### config.mk
export PLATFORM = sky130hd
export DESIGN_NAME = apd_controller
export DESIGN_NICKNAME = d
export VERILOG_FILES = /design/src/apd_pkg.sv /design/src/apd_ecs_pin.sv /design/src/apd_controller.sv
export VERILOG_INCLUDE_DIRS = /design/src
export SDC_FILE = /design/constraint.sdc
export NUM_CORES = 1
export LEC_CHECK = 0
export BUFFER_PORTS_ARGS = -buffer_cell sky130_fd_sc_hd__buf_2
export CORE_ASPECT_RATIO = 0.7
export CORE_UTILIZATION = 43
export CTS_CLUSTER_DIAMETER = 80
export DETAILED_ROUTE_END_ITERATION = 8
export HOLD_SLACK_MARGIN = 0.06
export PLACE_DENSITY_LB_ADDON = 0.05
export SKIP_LAST_GASP = 1
export SYNTH_ARGS = -nofsm -noshare
export SYNTH_HDL_FRONTEND = slang
export SYNTH_HIERARCHICAL = 1
export SYNTH_SLANG_ARGS = --single-unit
### constraint.sdc
create_clock -name I_REF_CLK -period 1.7 [get_ports I_REF_CLK]
set_input_delay 0.34 -clock I_REF_CLK [delete_from_list [all_inputs] [get_ports I_REF_CLK]]
set_output_delay 0.34 -clock I_REF_CLK [all_outputs]
set_load 0.01 [all_outputs]
### src/apd_cfg.svh
/*
 * Constants for the automatic power-down controller: control bit positions,
 * reset values and inactivity count.
 * Assumes inclusion by bare name from the package and the design modules.
 */
`ifndef APD_CFG_SVH
`define APD_CFG_SVH

// ----------------------------------------------------------------------------
// control bit positions and reset values
// ----------------------------------------------------------------------------
`define APD_PM0_ENABLE_BIT   1
`define APD_PM0_SLOW_BIT     3
`define APD_PM0_ARRAYCLK_BIT 4
`define APD_PM0_MCELLCLK_BIT 5
`define APD_PM0_RESET        8'h00

// ----------------------------------------------------------------------------
// inactivity counter and external chip-select count
// ----------------------------------------------------------------------------
`define APD_CNT_W            4
`define APD_IDLE_PERIODS     4'hF
`define APD_NUM_ECS          3

`endif

### src/apd_pkg.sv
/*
 * Types for the automatic power-down controller.
 * Assumes apd_cfg.svh is reachable on the include path.
 */
`include "apd_cfg.svh"
package apd_pkg;
    typedef enum logic [1:0] {
        APD_RUN,
        APD_COUNT,
        APD_DOWN
    } apd_state_e;
    typedef logic [`APD_CNT_W-1:0] apd_cnt_t;
endpackage : apd_pkg

### src/apd_ecs_pin.sv
/*
 * One external chip-select pin: a product-term result with configurable
 * polarity and an output enable from its own term or the direction bit.
 * Assumes inputs come from logic on the same clock.
 */
module apd_ecs_pin (
    input  wire logic i_clk,
    input  wire logic i_rst,
    input  wire logic i_term,
    input  wire logic i_active_low,
    input  wire logic i_oe_term,
    input  wire logic i_dir_out,
    output logic      o_pin,
    output logic      o_pin_oe
);
    always_ff @(posedge i_clk) begin
        if (i_rst) begin
            o_pin    <= 1'b0;
            o_pin_oe <= 1'b0;
        end else begin
            o_pin    <= i_term ^ i_active_low;
            o_pin_oe <= i_oe_term | i_dir_out;
        end
    end
endmodule // apd_ecs_pin

### src/apd_controller.sv
/*
 * Automatic power-down controller: strobe watch, inactivity counter on the
 * dedicated clock, bus gating and chip-select pins of port D.
 * Assumes strobe, clock input, chip select and reset come from pins and are
 * synchronised here; sampling at 100 MHz needs the pin clock well below that.
 */
// Functional notes
// - idle strobe starts four-bit counter on clock input
// - fifteen idle periods raise flag, enter power-down
// - enable bit is needed; alone it does not enter power-down
// - strobe pulses end power-down
// - chip select low or reset high wakes
// - power-down gates bus, deselects memories
// - blocking bits gate array inputs, not counter
// - memories standby; arrays and ports keep running
// - port pins follow as normal; bus pins tri-state
// - chip select high disables memories and io control
// - fast mode default on, set bit disables
// - three chip selects, configurable polarity
// - chip-select driver enabled by term or direction
// - clock input drives macrocells and counter
// - control bit 1 enables power-down unit
// - control bit 3 turns fast mode off
`include "apd_cfg.svh"
module apd_controller (
    input  wire logic                    I_REF_CLK,
    input  wire logic                    I_RST,
    input  wire logic [7:0]              I_PM_CTRL,
    input  wire logic                    I_BLOCK_CTRL_SIGS,
    input  wire logic                    I_ADDR_LATCH_STROBE,
    input  wire logic                    I_DEDICATED_CLOCK_INPUT,
    input  wire logic                    I_CHIP_SELECT_N,
    input  wire logic                    I_DEVICE_RESET,
    input  wire logic [7:0]              I_MCU_ADDR,
    input  wire logic [7:0]              I_MCU_DATA,
    input  wire logic [3:0]              I_MCU_CTRL,
    input  wire logic [`APD_NUM_ECS-1:0] I_ECS_TERM,
    input  wire logic [`APD_NUM_ECS-1:0] I_ECS_ACTIVE_LOW,
    input  wire logic [`APD_NUM_ECS-1:0] I_ECS_OE_TERM,
    input  wire logic [`APD_NUM_ECS-1:0] I_ECS_DIR_OUT,
    input  wire logic [7:0]              I_PORT_LEVEL,
    input  wire logic [7:0]              I_PORT_OE,
    input  wire logic [7:0]              I_PORT_IS_BUS,
    output logic                         O_POWERDOWN_FLAG,
    output logic                         O_MEM_SELECT_EN,
    output logic                         O_IO_CTRL_EN,
    output logic                         O_MEM_STANDBY,
    output logic                         O_FAST_MODE,
    output logic [7:0]                   O_MEM_ADDR,
    output logic [7:0]                   O_MEM_DATA,
    output logic [7:0]                   O_ARRAY_ADDR,
    output logic [3:0]                   O_ARRAY_CTRL,
    output logic                         O_ARRAY_CLK,
    output logic                         O_MCELL_CLK,
    output logic [7:0]                   O_PORT_LEVEL,
    output logic [7:0]                   O_PORT_OE,
    output logic [`APD_NUM_ECS-1:0]      O_ECS,
    output logic [`APD_NUM_ECS-1:0]      O_ECS_OE
);
    // ------------------------------------------------------------------------
    // pin synchronisers
    // ------------------------------------------------------------------------
    logic [3:0] sync1_reg;
    logic [3:0] sync2_reg;
    logic       strobe_d_reg;
    logic       dedicated_clock_input_d_reg;
    logic       strobe_s;
    logic       dedicated_clock_input_s;
    logic       csn_s;
    logic       devrst_s;

    always_ff @(posedge I_REF_CLK) begin
        if (I_RST) begin
            sync1_reg <= 4'h4;
            sync2_reg <= 4'h4;
        end else begin
            sync1_reg <= {I_DEVICE_RESET, I_CHIP_SELECT_N,
                          I_DEDICATED_CLOCK_INPUT, I_ADDR_LATCH_STROBE};
            sync2_reg <= sync1_reg;
        end
    end
    assign strobe_s = sync2_reg[0];
    assign dedicated_clock_input_s  = sync2_reg[1];
    assign csn_s    = sync2_reg[2];
    assign devrst_s = sync2_reg[3];

    always_ff @(posedge I_REF_CLK) begin
        if (I_RST) begin
            strobe_d_reg <= 1'b0;
            dedicated_clock_input_d_reg  <= 1'b0;
        end else begin
            strobe_d_reg <= strobe_s;
            dedicated_clock_input_d_reg  <= dedicated_clock_input_s;
        end
    end

    logic strobe_edge;
    logic dedicated_clock_input_rise;
    logic apd_en;
    logic wake;
    assign strobe_edge = strobe_s ^ strobe_d_reg;
    assign dedicated_clock_input_rise  = dedicated_clock_input_s & ~dedicated_clock_input_d_reg;
    assign apd_en      = I_PM_CTRL[`APD_PM0_ENABLE_BIT];
    assign wake        = ~csn_s | devrst_s;

    // ------------------------------------------------------------------------
    // inactivity counter and power-down state
    // ------------------------------------------------------------------------
    apd_pkg::apd_state_e state_reg;
    apd_pkg::apd_cnt_t   cnt_reg;

    // counter sees the unblocked clock input, whatever the array blocking says
    always_ff @(posedge I_REF_CLK) begin
        if (I_RST) begin
            state_reg <= apd_pkg::APD_RUN;
            cnt_reg   <= '0;
        end else begin
            case (state_reg)
                apd_pkg::APD_RUN: begin
                    cnt_reg <= '0;
                    if (apd_en && !strobe_edge && !wake) begin
                        state_reg <= apd_pkg::APD_COUNT;
                    end
                end
                apd_pkg::APD_COUNT: begin
                    if (!apd_en || wake) begin
                        state_reg <= apd_pkg::APD_RUN;
                        cnt_reg   <= '0;
                    end else if (strobe_edge) begin
                        cnt_reg <= '0;
                    end else if (dedicated_clock_input_rise) begin
                        if (cnt_reg == `APD_IDLE_PERIODS - 4'h1) begin
                            state_reg <= apd_pkg::APD_DOWN;
                        end
                        cnt_reg <= cnt_reg + 4'h1;
                    end
                end
                apd_pkg::APD_DOWN: begin
                    if (strobe_edge || wake || !apd_en) begin
                        state_reg <= apd_pkg::APD_RUN;
                        cnt_reg   <= '0;
                    end
                end
                default: begin
                    state_reg <= apd_pkg::APD_RUN;
                    cnt_reg   <= '0;
                end
            endcase
        end
    end

    logic powerdown_flag;
    assign powerdown_flag = (state_reg == apd_pkg::APD_DOWN);

    // ------------------------------------------------------------------------
    // gating of memories and logic arrays
    // ------------------------------------------------------------------------
    logic blk_array_clk;
    logic blk_mcell_clk;
    assign blk_array_clk = I_PM_CTRL[`APD_PM0_ARRAYCLK_BIT];
    assign blk_mcell_clk = I_PM_CTRL[`APD_PM0_MCELLCLK_BIT];

    always_ff @(posedge I_REF_CLK) begin
        if (I_RST) begin
            O_POWERDOWN_FLAG <= 1'b0;
            O_MEM_SELECT_EN  <= 1'b0;
            O_IO_CTRL_EN     <= 1'b0;
            O_MEM_STANDBY    <= 1'b1;
            O_FAST_MODE      <= 1'b1;
            O_MEM_ADDR       <= 8'h00;
            O_MEM_DATA       <= 8'h00;
        end else begin
            O_POWERDOWN_FLAG <= powerdown_flag;
            O_MEM_SELECT_EN  <= ~powerdown_flag & ~csn_s;
            O_IO_CTRL_EN     <= ~powerdown_flag & ~csn_s;
            O_MEM_STANDBY    <= powerdown_flag | csn_s;
            O_FAST_MODE      <= ~I_PM_CTRL[`APD_PM0_SLOW_BIT];
            if (!powerdown_flag) begin
                O_MEM_ADDR <= I_MCU_ADDR;
                O_MEM_DATA <= I_MCU_DATA;
            end
        end
    end

    // arrays keep running in power-down; only their bus inputs freeze
    always_ff @(posedge I_REF_CLK) begin
        if (I_RST) begin
            O_ARRAY_ADDR <= 8'h00;
            O_ARRAY_CTRL <= 4'h0;
            O_ARRAY_CLK  <= 1'b0;
            O_MCELL_CLK  <= 1'b0;
        end else begin
            if (!powerdown_flag) begin
                O_ARRAY_ADDR <= I_MCU_ADDR;
            end
            // blocking bits are sampled live so run-time rewrites act at once
            if (!I_BLOCK_CTRL_SIGS && !powerdown_flag) begin
                O_ARRAY_CTRL <= I_MCU_CTRL;
            end
            O_ARRAY_CLK <= dedicated_clock_input_s & ~blk_array_clk;
            O_MCELL_CLK <= dedicated_clock_input_s & ~blk_mcell_clk;
        end
    end

    // ------------------------------------------------------------------------
    // port pin behaviour in power-down
    // ------------------------------------------------------------------------
    always_ff @(posedge I_REF_CLK) begin
        if (I_RST) begin
            O_PORT_LEVEL <= 8'h00;
            O_PORT_OE    <= 8'h00;
        end else begin
            // io and logic pins follow as normal; bus pins float in power-down
            O_PORT_LEVEL <= I_PORT_LEVEL;
            O_PORT_OE    <= powerdown_flag ? (I_PORT_OE & ~I_PORT_IS_BUS) : I_PORT_OE;
        end
    end

    // ------------------------------------------------------------------------
    // external chip selects
    // ------------------------------------------------------------------------
    genvar gi;
    generate
        for (gi = 0; gi < `APD_NUM_ECS; gi = gi + 1) begin : g_ecs
            apd_ecs_pin u_ecs (
                .i_clk        (I_REF_CLK),
                .i_rst        (I_RST),
                .i_term       (I_ECS_TERM[gi]),
                .i_active_low (I_ECS_ACTIVE_LOW[gi]),
                .i_oe_term    (I_ECS_OE_TERM[gi]),
                .i_dir_out    (I_ECS_DIR_OUT[gi]),
                .o_pin        (O_ECS[gi]),
                .o_pin_oe     (O_ECS_OE[gi])
            );
        end
    endgenerate
endmodule // apd_controller

After elaboration in Yosys (flattened, before gate mapping). Index checks and enable logic that the tools add are counted.

Bitwise logic cells: 21. Add/subtract/negate cells: 1. Eq/ne operators: 9. Multiplexer cells: 13. Reduce and logical (&&, ||, !) cells: 14.

Operators with widths (count): two-way mux 4 bit (4); two-way mux 2 bit (6); inequality test 3 bit, second input constant (3); bitwise AND 8 bit (1); two-way mux 8 bit (1); inverter 8 bit (1); case mux 4 bit (2 select lines) (1); inverter 1 bit (6); case mux 2 bit (3 select lines) (1); logical NOT 1 bit (5); OR 1 bit (5); AND reduction 5 bit (1); adder 4 x 1 -> 4 bit, second input constant (1); bitwise AND 1 bit (4); equality test 4 bit, second input constant (1); inequality test 4 bit, second input constant (1); XOR 1 bit (4); logical AND 1 bit (3); logical OR 1 bit (3); equality test 2 x 1 -> 1 bit, second input constant (1); equality test 2 bit, second input constant (1); logical NOT 2 bit (1); inequality test 2 x 1 -> 1 bit, second input constant (1); inequality test 2 bit, second input constant (1); AND reduction 2 bit (1).

Register bits: 64.

Longest topological paths before layout. Gate-level depths: netlist of run 1.

Word-level depth: 6. Gate-level depth with buffers: 6. Gate-level depth less buffers: 6.

Hierarchy. Netlist of run 1, hierarchy kept.

By module, submodules not included: apd_controller (instances 1, seq. area each 1161.1 um^2, cells each 219, area each 2050.7 um^2); apd_ecs_pin (instances 3, seq. area each 40.0 um^2, cells each 6, area each 60.1 um^2).

Worst setup path after synthesis of run 1. No wires, ideal clock.

Kind: reg2reg. Start: reg cnt_reg[0]. End: reg state_reg[0]. Buffers on the path: 0. Stages on the path, launching flop included: 7. Slack: 0.525 ns. Arrival: 1.087 ns. Cells stage by stage: dfxtp_1 > inv_1 > ha_1 > nand3_1 > nor3_1 > mux2_2 > nor4_2.

Word-level cells in the longest chain between the ends: 3.

Ends and longest elaborated chain: from (decl) (RTL line apd_controller.sv:110) `apd_pkg::apd_cnt_t cnt_reg;`; from (signal assigned) (RTL line apd_controller.sv:135) `cnt_reg <= cnt_reg + 4'h1;`; equality test 4 bit (RTL line apd_controller.sv:132) `` if (cnt_reg == `APD_IDLE_PERIODS - 4'h1) begin ``; inequality test 3 bit (no source line); AND reduction 5 bit (no source line); to (signal assigned) (RTL line apd_controller.sv:133) `state_reg <= apd_pkg::APD_DOWN;`; to (signal assigned) (RTL line apd_controller.sv:140) `state_reg <= apd_pkg::APD_RUN;`; to (signal assigned) (RTL line apd_controller.sv:145) `state_reg <= apd_pkg::APD_RUN;`; to (decl) (RTL line apd_controller.sv:109) `apd_pkg::apd_state_e state_reg;`.

No other way between the ends. A chain may end at the register's enable or synchronous reset.

Worst setup path after layout of run 1.
Start: reg state_reg[0]. End: reg cnt_reg[3].

Word-level cells in the longest chain between the ends: 3.

Ends and longest elaborated chain: from (signal assigned) (RTL line apd_controller.sv:115) `state_reg <= apd_pkg::APD_RUN;`; from (signal assigned) (RTL line apd_controller.sv:122) `state_reg <= apd_pkg::APD_COUNT;`; from (signal assigned) (RTL line apd_controller.sv:127) `state_reg <= apd_pkg::APD_RUN;`; equality test 2 x 1 -> 1 bit / equality test 2 bit (equally long branches) (RTL line apd_controller.sv:118) `case (state_reg)`; inequality test 4 bit (no source line) / inequality test 2 x 1 -> 1 bit (equally long branches); AND reduction 2 bit (no source line).

Parallel ways exist; a longest one is shown, timed or not.

==> results of run 1 <==
[cell families (layout without fill, tap and decap cells)]
group | count (synthesis) | after routing | share of synthesized area
buffers and inverters | 25 | 148 | 0.0662
multiplexers | 1 | 1 | 0.00505
flip-flops | 64 | 64 | 0.574
XOR/XNOR | 4 | 4 | 0.0191
adder cells (fa/ha/maj) | 2 | 2 | 0.0112
AO/OA/AOI/OAI | 41 | 41 | 0.0959
AND/OR/NAND/NOR | 100 | 100 | 0.228
[through the flow]
| stage | cell area (sq um) | total power (W) | hold slack (ps) | utilization | std cells |
|---|---|---|---|---|---|
| floorplan | 2230 | 0.00178 | 389 | - | 237 |
| global placement | 2850 | 0.00192 | 393 | 0.583 | 414 |
| detailed placement | 2850 | 0.00193 | 401 | 0.583 | 414 |
| CTS | 3040 | 0.00314 | 141 | 0.623 | 429 |
| global route | 3040 | 0.00325 | 140 | 0.623 | 429 |
| finish | 3040 | 0.00309 | 161 | 0.623 | 429 |
[power by group through the flow]
stage	clock network [W]	logic, W	registers (W)
after floorplan	0	0.000119	0.00166
after global placement	0	0.000296	0.00163
after detailed placement	0	0.000300	0.00163
after CTS	0.00125	0.000300	0.00160
after global routing	0.00132	0.000330	0.00160
final	0.00120	0.000295	0.00160
[routing by layer]
layer / up-vias / track usage
met1: 837 / 0.203
met3: 9 / 0.105
met5: - / 0
met4: 0 / 0.0665
li1: 994 / -
met2: 79 / 0.285
[worst max-delay path by stage]
stage | from | end | slack, ps | cells after the start
6_report | state_reg[0] | cnt_reg[3] | 310 | 4
2_1_floorplan | cnt_reg[0] | state_reg[0] | 530 | 6
3_5_place_dp | state_reg[0] | cnt_reg[3] | 340 | 4
5_1_grt | state_reg[0] | cnt_reg[1] | 240 | 4
4_1_cts | state_reg[0] | cnt_reg[3] | 340 | 4
3_3_place_gp | state_reg[0] | cnt_reg[3] | 360 | 4
[layout by cell type, fill, tap and decap left out, types with 2 or more instances in the layout]
cell and n:
buf_2 123, dfxtp_1 64, nand2_1 36, a21oi_1 34
nor2b_1 18, nor2_1 14, clkbuf_8 13, nand2b_1 12
buf_4 7, nand3_1 6, o21ai_0 4, inv_1 3
xnor2_1 3, nor2_2 2, nor4_2 2, or2_2 2
ha_1 2
[area by class of cell]
type | count | share of cell area
multi-input combinational | 148 | 0.264
timing repair buffer | 130 | 0.220
tap | 69 | 0.0284
clock buffer | 13 | 0.0588
clock inverter | 2 | 0.00411
sequential | 64 | 0.421
inverter | 3 | 0.00370
==> results.md, run 1 <==
* Outcome: finished, final reports clean
* Num ports at 128
* Port Buffers at 123
* Combinational Power Share at 0.095
* Ys async rst share at 0
* Crit path cell chain: nor2b_1 -> a21o_1 -> nand3_1 -> a21oi_1
* Family with the most delay on the worst path: simple AND/OR/NAND/NOR gates
* Via count at 1919
* Critical Path RT at 1960 ps
* Fmax at 0.721 GHz
* RR Startpoint: state_reg[0]
* DR top layer: met4
* Wl on met1 at 1990 microns
* Row count at 21
* Synth top area cells: dfxtp_1 (57%), a21oi_1 (7.6%), nand2_1 (6.1%)
* Worst skew pair latency at 330 ps
* Largest net degree at the start of global routing at 21
* Rel. slew slack at 0.684
* Max Cap Viol at 0
* Total grt overflow at 0
* Psw at 0.000694 W
* # resized after CTS at 0
* Die Y-Extent at 62.3 microns
* Num CTS Buffers at 9
* Setup WS post-layout at 313 ps
* Synth cell count leaders: dfxtp_1 (64), nand2_1 (36), a21oi_1 (34), nor2b_1 (19), nor2_1 (14)
* Max Clock Skew at 4.00 ps
* Drt wl/cell at 10.5 microns
* Post-CTS setup repair buffer count at 0
* Pleak at 1.51 nW
* Vias in the first global route at 1794
* Yosys reg bits at 64
* Setup crit start kind: register
* Initial antenna violation count at 0
* Routed Antenna Nets at 0
* Slew @ Worst Pin at 472 ps
* Number of cells produced by synthesis at 237
* Gr usage total at 0.182
* Syn Area/Cell at 9.41 sq um
* EDFF count, synth at 0
* Distinct cells, synth at 30
* Layout cell share with drive strength beyond 1 at 0.428
* ANT cells at 0
* H-tree depth at 3
* Synthesized cell area at 2230 sq um
* Switching share of total power at 0.224
* CP Max Fanout at 7
* R2R Path End: cnt_reg[3]
* Top_reg_cell synth: dfxtp_1
* Hold depth at 2
* Top-count cell post-synth: dfxtp_1
* RSZ-0062 raised after global routing: false
* Initial Utilization at 0.456
* Initial drt markers at 94
* Sequential share of power at 0.516
* Hold EP: O_MCELL_CLK
* Max VDD drop at 656 uV
* Core Area at 4890 sq um
* Multi-input logic area at 805 sq um
* Drt drc at 0
* Endpoints failing setup at 0
* Die W at 88.1 microns
* Post-synth top area share at 0.574
* CP endpoint kind: register
* Int Pwr at 0.00240 W
* Flop2flop setup slack at 310 ps
* Nets@finish at 429
* DIE AREA at 5480 sq um
* Filler cells at 461
* Root buffer cell: clkbuf_8
* Register area at 1280 sq um
* Post-synth net total at 310
* Final Max Slew Viols at 0
* First-pass GRT wire length at 7580 microns
* Hold Buf Count CTS at 0
* Power density over the cells at 1020 nW/um^2
* Dpl ws at 341 ps
* Final min period at 1390 ps
* CTS tree: built
* Period utilization at 0.816
* Cell accounting for the most synthesized area: dfxtp_1
* Min-Delay Path Class: input pin to register
* Final TNS setup at 0 ps
* Post-detailed-placement half-perimeter wirelength at 3360 microns
* Total number of yosys warnings at 6
* Drt total wl at 4500 microns
* Met2 WL post-DR at 1970 microns
* Clock power share at 0.389
* Met3 wire len at 479 microns
* Kind of critical path: register to register
* GPL Wtd Cong at 0.695
* Drt first pass iters at 4
* Crit path DAT at 1650 ps
* Reg2reg path depth at 4
* Area grow syn2layout at 36.4%
* # clock sinks at 64
* Register area share after synthesis at 0.574
* Slowest-stage cell, CP: nor2b_1
* Hold path startpoint: I_PM_CTRL[5]
* Final-report hold violation count at 0
* Via density per instance at 4.47
* Clock-pin slew on the worst setup and hold paths at 60 ps
* Worst path max stage delay at 430 ps
* Max clock buf depth at 2
* Buf+Inv Stages, Crit Path at 0
Note: power is estimated with default switching activity, not from simulation.
==> run 2, diff against run 1 <==
- CORE_UTILIZATION: 43 -> 39
- clock period: 1.7 -> 1.1 ns (I/O delays scaled with it)
==> run 2 against run 1 <==
Compared with the run above: the flow now finishes with violations (setup timing); highest routed layer unchanged; wire length increased by 17%; non-clock buffer count increased by 30; total power increased by 59%; via count increased by 6.1%; sequential power rose by 54%; global-route usage decreased by 0.10 points; cell count grew 7.9%; maximum frequency up 23%; cell area grew 16%; die area increased by 10%; hold slack got worse by 77 ps.
==> results.md, run 2 (synthesis gave the netlist of run 1 again) <==
* Outcome: finished with violations
* Failing checks: setup timing
* Multi-input logic area at 877 sq um
* Area grow syn2layout at 58.3%
* Min-Delay Path Class: input pin to register
* Filler cells at 470
* First-pass GRT wire length at 8270 microns
* Max clock buf depth at 2
* Port Buffers at 123
* RSZ-0062 raised after global routing: true
* Via count at 2036
* Drt wl/cell at 11.3 microns
* Clock-pin slew on the worst setup and hold paths at 70 ps
* Drt drc at 0
* RR Startpoint: cnt_reg[0]
* Buf+Inv Stages, Crit Path at 1
* Die Y-Extent at 65.3 microns
* Wl on met1 at 2440 microns
* Nets@finish at 459
* Final TNS setup at -63.9 ps
* Kind of critical path: register to register
* Max Cap Viol at 0
* Critical Path RT at 1340 ps
* Total grt overflow at 0
* Rel. slew slack at 0.824
* Post-detailed-placement half-perimeter wirelength at 3330 microns
* Most frequent cells in the layout: buf_2 (123), dfxtp_1 (57), nand2_1 (34)
* Drt total wl at 5250 microns
* CP endpoint kind: register
* Fmax at 0.884 GHz
* Crit path DAT at 1380 ps
* Slowest-stage cell, CP: dfxtp_2
* # clock sinks at 64
* Power density over the cells at 1400 nW/um^2
* Via density per instance at 4.40
* Dpl ws at -63.9 ps
* H-tree depth at 3
* Crit path launch: cnt_reg[0]
* GPL Wtd Cong at 0.758
* Root buffer cell: clkbuf_8
* Pleak at 1.72 nW
* CP Max Fanout at 2
* Initial antenna violation count at 0
* Routed Antenna Nets at 0
* Row count at 22
* Register area at 1290 sq um
* Flop2flop setup slack at -30 ps
* DR top layer: met4
* Worst path max stage delay at 330 ps
* Layout cell share with drive strength beyond 1 at 0.491
* Worst skew pair latency at 340 ps
* Endpoints failing setup at 5
* Critical Path End: state_reg[0]
* Family with the most delay on the worst path: flip-flops
* Gr usage total at 0.181
* Final-report hold violation count at 0
* Max Clock Skew at 8.27 ps
* Largest net degree at the start of global routing at 29
* Die W at 92.4 microns
* DIE AREA at 6030 sq um
* Setup WS post-layout at -30.7 ps
* Hold depth at 3
* Met2 WL post-DR at 2380 microns
* Final min period at 1130 ps
* Met3 wire len at 388 microns
* Initial drt markers at 68
* Period utilization at 1.03
* Reg2reg path depth at 6
* Core Area at 5370 sq um
* Final Max Slew Viols at 0
* Num CTS Buffers at 9
* WHS at 84.0 ps
* Num ports at 128
* Max VDD drop at 934 uV
* CTS tree: built
* Drt first pass iters at 4
* R2R Path End: state_reg[0]
* Slew @ Worst Pin at 264 ps
* Vias in the first global route at 1859
* Setup crit start kind: register
* Initial Utilization at 0.416
* Crit path cell chain: inv_2 -> ha_2 -> nand3_2 -> nor3_2 -> mux2_4 -> nor4_2
* ANT cells at 0
* Crit path depth at 6
* Commonest non-fill, non-tap cell in the layout: buf_2
run 2: cell types whose count changed in the layout (fill, tap and decap cells not counted), moves of 4 or more:
cell           change
dfxtp_2            +5
clkbuf_8           -4
buf_12             +4
dlygate4sd3_1     +12
buf_6              +4
buf_4              +5
a21oi_1            -5
dfxtp_1            -7
a21oi_2            +5
run 2: tightest hold or removal path, delay by kind of cell:
family	cells	cell delay, ps
buffers and inverters	1	70
and+or+nand+nor	2	90
run 2: worst min path at each step:
stage,from,slack [ps],endpoint
finish,I_ECS_OE_TERM[0],80,g_ecs[0].u_ecs/o_pin_oe
global route,I_PORT_LEVEL[5],60,O_PORT_LEVEL[5]
CTS,I_ECS_OE_TERM[1],60,g_ecs[1].u_ecs/o_pin_oe
floorplan,I_PM_CTRL[4],290,O_ARRAY_CLK
global placement,I_PM_CTRL[5],380,O_MCELL_CLK
detailed placement,I_PM_CTRL[5],380,O_MCELL_CLK
run 2: cell type report:
type / count / share of cell area
Clock inverter: 5 / 0.0163
Clock buffer: 11 / 0.0372
Tap cell: 72 / 0.0255
Sequential cell: 64 / 0.367
Multi-Input combinational cell: 148 / 0.248
Inverter: 3 / 0.00319
Timing Repair Buffer: 160 / 0.303
run 2: what timing repair did:
action | CTS | global route
gates resized for setup | 15 | 20
hold endpoints to repair | 12 | 0
gates cloned | 1 | 3
setup buffers | 5 | 1
pin swaps | 8 | 7
setup endpoints to repair | 22 | 25
hold buffers | 12 | 0
run 2: power by group:
part | total, W | internal [W] | switching [W]
sequential | 0.00246 | 0.00242 | 0.0000398
clock | 0.00192 | 0.00105 | 0.000877
combinational | 0.000544 | 0.000297 | 0.000247
run 2: per-layer routing:
metal | global-route usage | up-vias
met3 | 0.0938 | 5
met1 | 0.212 | 902
met5 | 0 | -
met4 | 0.0527 | 0
met2 | 0.288 | 69
li1 | - | 1060
run 2: metrics by stage:
stage / instance area, sq um / cells / util / total power (W)
3_3_place_gp: 2980 / 426 / 0.555 / 0.00300
3_5_place_dp: 2980 / 426 / 0.555 / 0.00301
4_1_cts: 3390 / 459 / 0.632 / 0.00499
2_1_floorplan: 2240 / 237 / - / 0.00275
5_1_grt: 3530 / 463 / 0.658 / 0.00518
6_report: 3530 / 463 / 0.658 / 0.00493
